## src/hw/heater_ctl_pkg.sv

```systemverilog
package heater_ctl_pkg;

  // ************************************************************
  // Timing
  // ************************************************************
  localparam int unsigned CLK_HZ = 20_000_000;
  localparam int unsigned TICK_PERIOD_MS = 1000;
  localparam int unsigned TICK_CYCLES = CLK_HZ / 1000 * TICK_PERIOD_MS;
  localparam int unsigned HOLD_TIME_S = 2;
  localparam int unsigned HOLD_CYCLES = CLK_HZ * HOLD_TIME_S;

  // ************************************************************
  // Widths and scales
  // ************************************************************
  localparam int unsigned TEMP_W = 16;
  localparam int unsigned DUTY_W = 7;
  localparam logic [DUTY_W-1:0] DUTY_FULL = 7'h64;
  localparam int unsigned ANALOG_W = 12;
  localparam logic [ANALOG_W-1:0] ANALOG_FULL = 12'hFFF;
  localparam int unsigned AMBIENT_W = 16;

  // ************************************************************
  // Modes
  // ************************************************************
  typedef enum logic [1:0] {OUT_CONTACTOR, OUT_SSR, OUT_ANALOG} out_type_t;
  typedef enum logic [2:0] {
    ALG_ONOFF, ALG_AMBIENT, ALG_PROP, ALG_FORCE_ON, ALG_FORCE_OFF
  } ctl_alg_t;
  localparam out_type_t OUT_TYPE_RESET = OUT_CONTACTOR;
  localparam ctl_alg_t ALG_RESET = ALG_ONOFF;

  // Configuration bundle
  typedef struct packed {
    logic signed [TEMP_W-1:0] setpoint;
    logic [TEMP_W-1:0] deadband;
    logic [TEMP_W-1:0] prop_band;
    logic contactor_level;
    logic [AMBIENT_W-1:0] ambient_on_s;
    logic [AMBIENT_W-1:0] ambient_off_s;
  } ctl_cfg_t;

  // Protection bundle
  typedef struct packed {
    logic ssr_fail;
    logic limiter_trip;
    logic alarm;
    logic temp_cutout;
    logic gf_trip;
  } prot_t;

endpackage : heater_ctl_pkg

```

## src/hw/heater_output_control.sv

```systemverilog
`timescale 1ns/1ps
// Overview of operation
// [RL1] Contactor type: output cannot change within two seconds of last change.
// [RL2] Contactor type: proportional algorithm not allowed; falls back to on/off.
// [RL3] Contactor type and hysteresis on/off are the defaults.
// [RL4] Solid-state type: contactor output held at configured level while healthy.
// [RL5] Solid-state failure: contactor output driven to inverse of configured level.
// [RL6] Analog type: drive scales linearly from zero to full scale with duty.
// [RL7] Analog type: switch-state features disabled; only cut-outs and ground fault.
// [RL8] On/off: output off when temperature exceeds setpoint plus deadband.
// [RL9] On/off: output on when temperature at or below setpoint.
// [RL10] On/off: inside deadband output keeps its previous state.
// [RL11] Proportional: full duty at or below setpoint.
// [RL12] Proportional: zero duty at or above setpoint plus band.
// [RL13] Proportional: duty falls linearly, half at setpoint plus half band.
// [RL14] Proportional: duty recomputed and applied once every second.
// [RL15] Ambient mode: on and off durations from ambient and design inputs.
// [RL16] Software must not pair proportional mode with contactor output.
// [RL17] Alarm relay energized with no alarm, released on any alarm.
// [RL18] Limiter output de-energized when the limiter trips.
// [RL19] Heater power needs contactor and limiter outputs energized together.
// [RL20] Forced-on keeps heater output active.
// [RL21] Forced-off keeps heater output inactive.
// [RL22] After reset output off and hold timer restarted before acting.
module heater_output_control
  import heater_ctl_pkg::*;
#(
  parameter int unsigned HOLD_CNT = HOLD_CYCLES,
  parameter int unsigned TICK_CNT = TICK_CYCLES
) (
  // Clock and reset
  input wire logic sys_clk_in,
  input wire logic rst_in,
  // Configuration
  input wire out_type_t out_type_in,
  input wire ctl_alg_t alg_in,
  input wire ctl_cfg_t cfg_in,
  input wire logic cfg_load_in,
  // Measurement and protection
  input wire logic signed [TEMP_W-1:0] ctl_temp_in,
  input wire prot_t prot_in,
  // Outputs
  output logic contactor_out,
  output logic ssr_out,
  output logic [ANALOG_W-1:0] analog_out,
  output logic alarm_relay_out,
  output logic limiter_out,
  output logic heater_power_out,
  output logic [DUTY_W-1:0] duty_out,
  output out_type_t out_type_out,
  output ctl_alg_t alg_out
);

  // ************************************************************
  // Elaboration checks
  // ************************************************************
  initial begin
    if (HOLD_CNT < 1 || TICK_CNT < 100) $error("heater_output_control bad counts");
  end

  // ************************************************************
  // Mode registers
  // ************************************************************
  out_type_t out_type_reg;
  ctl_alg_t alg_reg;
  ctl_alg_t alg_eff;

  // Proportional refused with contactor type
  assign alg_eff = (out_type_in == OUT_CONTACTOR && alg_in == ALG_PROP) ?
                   ALG_ONOFF : alg_in; // see [RL2]

  // Defaults at reset, reloaded on request
  always_ff @(posedge sys_clk_in) begin
    if (rst_in) begin
      out_type_reg <= OUT_TYPE_RESET; // see [RL3]
      alg_reg <= ALG_RESET; // see [RL3]
    end else if (cfg_load_in) begin
      out_type_reg <= out_type_in;
      alg_reg <= alg_eff;
    end
  end
  assign out_type_out = out_type_reg;
  assign alg_out = alg_reg;

  // ************************************************************
  // One-second tick
  // ************************************************************
  logic [31:0] tick_cnt_reg;
  logic tick;
  assign tick = tick_cnt_reg == 32'(TICK_CNT - 1);
  always_ff @(posedge sys_clk_in) begin
    if (rst_in || tick) tick_cnt_reg <= 32'h0;
    else tick_cnt_reg <= tick_cnt_reg + 32'h1;
  end

  // ************************************************************
  // Temperature comparisons
  // ************************************************************
  logic signed [TEMP_W+1:0] diff;
  logic signed [TEMP_W+1:0] db_s;
  logic signed [TEMP_W+1:0] pb_s;
  assign diff = (TEMP_W+2)'(ctl_temp_in) - (TEMP_W+2)'(cfg_in.setpoint);
  assign db_s = (TEMP_W+2)'({2'b00, cfg_in.deadband});
  assign pb_s = (TEMP_W+2)'({2'b00, cfg_in.prop_band});

  // Hysteresis decision
  logic onoff_want;
  logic onoff_reg;
  assign onoff_want = (diff > db_s) ? 1'b0 :  // see [RL8]
                      (diff <= 0) ? 1'b1 :     // see [RL9]
                      onoff_reg;               // see [RL10]
  always_ff @(posedge sys_clk_in) begin
    if (rst_in) onoff_reg <= 1'b0;
    else onoff_reg <= onoff_want;
  end

  // ************************************************************
  // Proportional duty
  // ************************************************************
  logic [DUTY_W-1:0] prop_duty;
  logic [TEMP_W+8:0] frac;
  assign frac = (TEMP_W+9)'(diff[TEMP_W:0]) * (TEMP_W+9)'(DUTY_FULL);
  always_comb begin
    if (diff <= 0) prop_duty = DUTY_FULL; // see [RL11]
    else if (diff >= pb_s || pb_s == 0) prop_duty = '0; // see [RL12]
    else prop_duty = DUTY_FULL -
                     DUTY_W'(frac / (TEMP_W+9)'(cfg_in.prop_band)); // see [RL13]
  end

  logic [DUTY_W-1:0] duty_reg;
  // Duty applied only on the second tick
  always_ff @(posedge sys_clk_in) begin
    if (rst_in) duty_reg <= '0;
    else if (tick) duty_reg <= prop_duty; // see [RL14]
  end
  assign duty_out = duty_reg;

  logic pwm_on;
  duty_pwm #(.PERIOD(TICK_CNT)) u_pwm (
    .sys_clk_in(sys_clk_in),
    .rst_in(rst_in),
    .tick_in(tick),
    .duty_in(duty_reg),
    .pwm_out(pwm_on)
  );

  // ************************************************************
  // Ambient-proportional timing
  // ************************************************************
  logic amb_on_reg;
  logic [AMBIENT_W-1:0] amb_sec_reg;
  logic [AMBIENT_W-1:0] amb_limit;
  // On and off durations supplied precomputed by the host side
  assign amb_limit = amb_on_reg ? cfg_in.ambient_on_s : cfg_in.ambient_off_s;
  always_ff @(posedge sys_clk_in) begin
    if (rst_in) begin
      amb_on_reg <= 1'b0;
      amb_sec_reg <= '0;
    end else if (tick) begin
      if (amb_sec_reg + AMBIENT_W'(1) >= amb_limit) begin
        amb_on_reg <= !amb_on_reg; // see [RL15]
        amb_sec_reg <= '0;
      end else begin
        amb_sec_reg <= amb_sec_reg + AMBIENT_W'(1);
      end
    end
  end

  // ************************************************************
  // Algorithm selection
  // ************************************************************
  logic want_on;
  always_comb begin
    unique case (alg_reg)
      ALG_ONOFF: want_on = onoff_reg;
      ALG_AMBIENT: want_on = amb_on_reg;
      ALG_PROP: want_on = pwm_on;
      ALG_FORCE_ON: want_on = 1'b1; // see [RL20]
      ALG_FORCE_OFF: want_on = 1'b0; // see [RL21]
      default: want_on = 1'b0;
    endcase
  end

  // Protection inhibits; switch failure ignored in analog mode
  logic inhibit;
  assign inhibit = prot_in.temp_cutout || prot_in.gf_trip ||
                   (out_type_reg != OUT_ANALOG && out_type_reg == OUT_SSR &&
                    prot_in.ssr_fail); // see [RL7]
  logic demand;
  assign demand = want_on && !inhibit;

  // ************************************************************
  // Contactor hold timer
  // ************************************************************
  logic [31:0] hold_reg;
  logic hold_done;
  logic cont_state_reg;
  logic cont_next;
  assign hold_done = hold_reg >= 32'(HOLD_CNT);

  // Contactor type: follow demand only after hold expires
  always_comb begin
    unique case (out_type_reg)
      OUT_CONTACTOR: cont_next = hold_done ? demand : cont_state_reg; // see [RL1]
      OUT_SSR: cont_next = prot_in.ssr_fail ? !cfg_in.contactor_level
                                            : cfg_in.contactor_level; // see [RL4] [RL5]
      default: cont_next = cfg_in.contactor_level;
    endcase
  end

  always_ff @(posedge sys_clk_in) begin
    if (rst_in) begin
      cont_state_reg <= 1'b0; // see [RL22]
      hold_reg <= 32'h0; // see [RL22]
    end else begin
      cont_state_reg <= cont_next;
      if (cont_next != cont_state_reg) hold_reg <= 32'h0; // see [RL1]
      else if (!hold_done) hold_reg <= hold_reg + 32'h1;
    end
  end

  // ************************************************************
  // Output drivers
  // ************************************************************
  logic [ANALOG_W+DUTY_W-1:0] analog_prod;
  logic [DUTY_W-1:0] ana_duty;
  // Cut-outs and ground fault still force the analog drive to zero
  assign ana_duty = inhibit ? '0 :
                    (alg_reg == ALG_PROP) ? duty_reg : (want_on ? DUTY_FULL : '0); // see [RL7]
  assign analog_prod = (ANALOG_W+DUTY_W)'(ana_duty) * (ANALOG_W+DUTY_W)'(ANALOG_FULL);

  always_ff @(posedge sys_clk_in) begin
    if (rst_in) begin
      contactor_out <= 1'b0;
      ssr_out <= 1'b0;
      analog_out <= '0;
      alarm_relay_out <= 1'b0;
      limiter_out <= 1'b0;
      heater_power_out <= 1'b0;
    end else begin
      contactor_out <= cont_next;
      ssr_out <= (out_type_reg == OUT_SSR) && demand;
      analog_out <= (out_type_reg == OUT_ANALOG) ?
                    ANALOG_W'(analog_prod / (ANALOG_W+DUTY_W)'(DUTY_FULL)) : '0; // see [RL6]
      alarm_relay_out <= !prot_in.alarm; // see [RL17]
      limiter_out <= !prot_in.limiter_trip; // see [RL18]
      heater_power_out <= cont_next && !prot_in.limiter_trip &&
                          (out_type_reg == OUT_CONTACTOR ? 1'b1 : demand); // see [RL19]
    end
  end

  // ************************************************************
  // Checks
  // ************************************************************
  chk_contactor_hold: assert property (@(posedge sys_clk_in) disable iff (rst_in) // see [RL1]
    (out_type_reg == OUT_CONTACTOR && $changed(cont_state_reg) && $past(hold_done) == 1'b0
     && $past(out_type_reg) == OUT_CONTACTOR) |-> 1'b0)
    else $error("contactor changed inside hold");
  chk_no_prop_contactor: assert property (@(posedge sys_clk_in) disable iff (rst_in) // see [RL2]
    cfg_load_in && out_type_in == OUT_CONTACTOR |=> alg_reg != ALG_PROP)
    else $error("proportional with contactor");
  chk_ssr_level: assert property (@(posedge sys_clk_in) disable iff (rst_in) // see [RL4]
    out_type_reg == OUT_SSR && !prot_in.ssr_fail |-> cont_next == cfg_in.contactor_level)
    else $error("ssr contactor level wrong");
  chk_ssr_fail_inv: assert property (@(posedge sys_clk_in) disable iff (rst_in) // see [RL5]
    out_type_reg == OUT_SSR && prot_in.ssr_fail |=> contactor_out == !$past(cfg_in.contactor_level))
    else $error("ssr failure not inverted");
  chk_onoff_off: assert property (@(posedge sys_clk_in) disable iff (rst_in) // see [RL8]
    diff > db_s |=> !onoff_reg)
    else $error("on/off not off above band");
  chk_onoff_on: assert property (@(posedge sys_clk_in) disable iff (rst_in) // see [RL9]
    diff <= 0 |=> onoff_reg)
    else $error("on/off not on at setpoint");
  chk_prop_full: assert property (@(posedge sys_clk_in) disable iff (rst_in) // see [RL11]
    tick && diff <= 0 |=> duty_reg == DUTY_FULL)
    else $error("proportional not full");
  chk_prop_zero: assert property (@(posedge sys_clk_in) disable iff (rst_in) // see [RL12]
    tick && diff >= pb_s |=> duty_reg == '0)
    else $error("proportional not zero");
  chk_duty_tick: assert property (@(posedge sys_clk_in) disable iff (rst_in) // see [RL14]
    !$past(tick) |-> $stable(duty_reg))
    else $error("duty changed off tick");
  chk_alarm_fail: assert property (@(posedge sys_clk_in) disable iff (rst_in) // see [RL17]
    prot_in.alarm |=> !alarm_relay_out)
    else $error("alarm relay energized");
  chk_limiter_trip: assert property (@(posedge sys_clk_in) disable iff (rst_in) // see [RL18]
    prot_in.limiter_trip |=> !limiter_out && !heater_power_out)
    else $error("limiter trip ignored");

endmodule : heater_output_control

```

## src/hw/duty_pwm.sv

```systemverilog
`timescale 1ns/1ps
// Cycle-period PWM: output on for duty percent of each tick period
module duty_pwm
  import heater_ctl_pkg::*;
#(
  parameter int unsigned PERIOD = TICK_CYCLES
) (
  // Clock and reset
  input wire logic sys_clk_in,
  input wire logic rst_in,
  // Control
  input wire logic tick_in,
  input wire logic [DUTY_W-1:0] duty_in,
  // Output
  output logic pwm_out
);

  initial begin
    if (PERIOD < 100) $error("duty_pwm PERIOD too small");
  end

  localparam int unsigned STEP = PERIOD / 100;
  logic [31:0] cnt_reg;
  logic [31:0] cnt_next;
  logic [31:0] on_cycles;

  // Period counter restarts on every tick
  assign cnt_next = tick_in ? 32'h0 : cnt_reg + 32'h1;
  assign on_cycles = 32'(duty_in) * 32'(STEP);

  always_ff @(posedge sys_clk_in) begin
    if (rst_in) begin
      cnt_reg <= 32'h0;
      pwm_out <= 1'b0;
    end else begin
      cnt_reg <= cnt_next;
      pwm_out <= cnt_next < on_cycles;
    end
  end

endmodule : duty_pwm

```

## config.mk

```make
export PLATFORM = sky130hd
export DESIGN_NAME = heater_output_control
export DESIGN_NICKNAME = d
export VERILOG_FILES = /design/src/hw/heater_ctl_pkg.sv /design/src/hw/heater_output_control.sv /design/src/hw/duty_pwm.sv
export SDC_FILE = /design/constraint.sdc
export NUM_CORES = 2
export LEC_CHECK = 0
export BUFFER_PORTS_ARGS = -buffer_cell sky130_fd_sc_hd__buf_2
export CAP_MARGIN = 40
export CORE_MARGIN = 1
export CORE_UTILIZATION = 59
export CTS_BUF_LIST = sky130_fd_sc_hd__clkbuf_4 sky130_fd_sc_hd__clkbuf_8 sky130_fd_sc_hd__clkbuf_16
export CTS_CLUSTER_DIAMETER = 100
export DETAILED_ROUTE_END_ITERATION = 7
export GPL_ROUTABILITY_DRIVEN = 0
export PLACE_DENSITY_LB_ADDON = 0.05
export SLEW_MARGIN = 30
export SYNTH_ARGS = -nofsm -noshare
export SYNTH_HDL_FRONTEND = slang
export SYNTH_HIERARCHICAL = 1
export SYNTH_SLANG_ARGS = --single-unit
```

## constraint.sdc

```tcl
create_clock -name sys_clk_in -period 150.7 [get_ports sys_clk_in]
set_clock_uncertainty 0.1 [all_clocks]
set_input_delay 7.535 -clock sys_clk_in [delete_from_list [all_inputs] [get_ports sys_clk_in]]
set_output_delay 7.535 -clock sys_clk_in [all_outputs]
set_load 0.1 [all_outputs]
```

==> results.yml <==
timing:
  timing_hold_violations_final: 0
  fin_tns_setup_ns: 0
  final.setup.worst_slack_ns: 65.61
  relSlewSlack_pct: 38.65
  fin_crit_ns: 85.09
  slew_viols_final: 0
  setup_repair_after_global_routing_missed_its_margin: "no"
  worst_pin_slew_ns: 0.9203
  finalSetupViolCount: 0
  min_period_over_period_pct: 56.47
  timing.fmax_mhz: 11.75
global_routing:
  grt_start_max_net_pins: 41
  antenna_found_initial: 3
  grt_first_pass_wirelength_um: 133300
  grtUsageTotal_pct: 30.21
  grt_pass1_vias: 27490
  grt_remaining_overflow: 0
clock_tree:
  tritoncts_buffer_count: 17
  cts-hold-fix-buffers: 0
  clk_root_buffer_cell: "clkbuf_16"
  numClockSinks: 144
  clk_pin_slew_worst_paths_ns: 0.06
  htree_levels: 4
  tritoncts: "done"
  cts_repair_resize_count: 0
  clk_path_buf_depth: 2
  setup_buffers_after_cts: 0
  clock_latency_ns: 0.45
yosys:
  postSynthAreaPerCell_um2: 7.529
  synth.cell_area_um2: 30330
  synth.distinct_cells: 123
  netlist.area_leader.share_pct: 21.25
  yosys-top-cells-area: "ha_1, dfxtp_1, nor2_1"
  mapped_cells: 4028
  synthDominantAreaCellType: "ha_1"
  synth_enable_flop_cells: 0
  total_nets_after_synthesis: 4694
  synth-main-ff-cell: "dfxtp_1"
  synth.yosys.seq_area_share_pct: 9.506
  synth-seq-cells: 144
  synthesis.yosys.warnings: 6
  synthArstFlopShare_pct: 0
drt:
  postRouteAntennaNets: 0
  vias: 29670
  finalWirelength_um: 80430
  wire_per_inst_um: 16.67
  detailedRoute.firstIterationViolations: 1911
  drt-pass1-iter-count: 6
  remaining_drc_errors: 0
  drt-vias-per-instance: 6.151
critical_path:
  setup.worst_path.end_class: "flop"
  critical_path_required_ns: 150.90
  critical_path.reg2reg.startpoint: "amb_on_reg"
  crit_path_max_incr_delay_ns: 0.69
  worst_path_dominant_cell_family: "compound AO/OA/AOI/OAI gates"
  worst-path-buf-inv: 15
  cp_common_cell: "o21a_1"
  worstPathMaxFanout: 35
  timing.rr.end: "analog_out[0]"
  worst_path_max_delay_cell: "or4_1"
  timing.reg2reg.worst_path_depth: 42
  timing.reg2reg.setup_slack_ns: 135.57
  worstPathArrival_ns: 85.29
  critPathLaunchType: "input port"
  timing.setup.critical_path_class: "input port to flop"
status:
  status: "completed"
hold_path:
  min_path_type: "flop to flop"
  whs_endpoint: "hold_reg[28]"
  whs_path_depth: 2
  worst_hold_startpoint: "hold_reg[28]"
flow_run:
  max_cap_violations: 0
die:
  rows: 82
  coreArea_um2: 50480
  floorplan.io_pins: 139
  die-width_um: 228.7
  initial_utilization_pct: 60.08
  die_h_um: 228.7
  die_area_um2: 52310
layout:
  fin_area_um2: 32410
  final.fill_count: 4686
  final_core_utilization_pct: 64.21
  share_of_final_layout_standard_cells_stronger_than_drive_strength_1_pct: 9.130
  layout.cells.most_common: "ha_1"
  syn2layout_area_growth_pct: 6.874
  finish.net_count: 4804
  most_frequent_cells_in_the_layout: "ha_1, nor2_1, nand2_1"
placement:
  post-place-ws_ns: 66.61
  placed_cell_area_um2: 31810
  port-buffer-count: 138
  dp_hpwl_um: 64040
[cell type report]
type	count	area [um2]	share of cell area, %
clock buffers	18	432.9	1.336
clock inverters	14	148.9	0.4594
well taps	672	840.8	2.594
repair buffers	180	1028	3.173
multi-input cells	3578	26260	81.02
diodes	1	2.502	0.007721
flip-flops and latches	144	2883	8.895
inverters	217	814.5	2.513
[per-stage QoR]
stage / hold WS, ns / std cells
floorplan: 0.3080 / 4028
global placement: 0.3170 / 4780
detailed placement: 0.3168 / 4788
CTS: 0.3270 / 4820
global route: 0.3443 / 4823
finish: 0.3251 / 4824
[per-layer routing]
metal / GRT usage, % / vias to the layer above / wire (um) / part of all wire (%)
met5: 0 / - / 30 / 0.037
met3: 2.819 / 151 / 3830 / 4.8
met1: 39.48 / 13680 / 36900 / 46
met4: 9.438 / 4 / 2263 / 2.8
li1: - / 15090 / - / -
met2: 52.08 / 748 / 37410 / 47
[how the worst max path moves through the flow]
stage               start          end  slack, ns  cells after the start
4_1_cts        cfg_in[66]  duty_out[6]      66.65                    375
2_1_floorplan  cfg_in[66]  duty_out[6]      69.46                    397
6_report       cfg_in[66]  duty_out[6]      65.61                    377
5_1_grt        cfg_in[66]  duty_out[6]      59.10                    377
3_3_place_gp   cfg_in[66]  duty_out[6]      67.91                    376
3_5_place_dp   cfg_in[66]  duty_out[6]      66.61                    375
[worst min-delay path, stage by stage (launching register included)]
cell,delay (ns)
dfxtp_1,0.31
inv_1,0.04
nor2_1,0.03
[Yosys cell counts, types with 37 or more instances]
cell type and number:
a21o_1 99, a21oi_1 191, a31oi_1 40, and2_1 38, and3_1 37, clkbuf_1 61
dfxtp_1 144, fa_1 41, ha_1 515, inv_1 217, mux2_2 56, mux2i_1 47
nand2_1 326, nand2b_1 71, nand3_1 85, nand4_1 48, nor2_1 431, nor2b_1 54
nor3_1 223, o211ai_1 43, o21a_1 210, o21ai_0 196, o31ai_1 63, or3_1 46
xnor2_1 139, xor2_1 138
[cells by family (layout without fill, tap and decap cells)]
kind of cell / count (synthesis) / after routing / share of synthesized area, %
xor gates and xnor gates: 278 / 278 / 8.054
DFF: 144 / 144 / 9.506
and+or+nand+nor: 1500 / 1500 / 24.35
other: 0 / 1 / 0
buffers and inverters: 306 / 429 / 3.973
adders and majority gates: 561 / 561 / 24.12
AOI/OAI and AO/OA: 1131 / 1131 / 26.11
muxes: 108 / 108 / 3.882
Power is not shown: default switching activity piles up to over one toggle a cycle in this logic, so the estimate is an artifact.
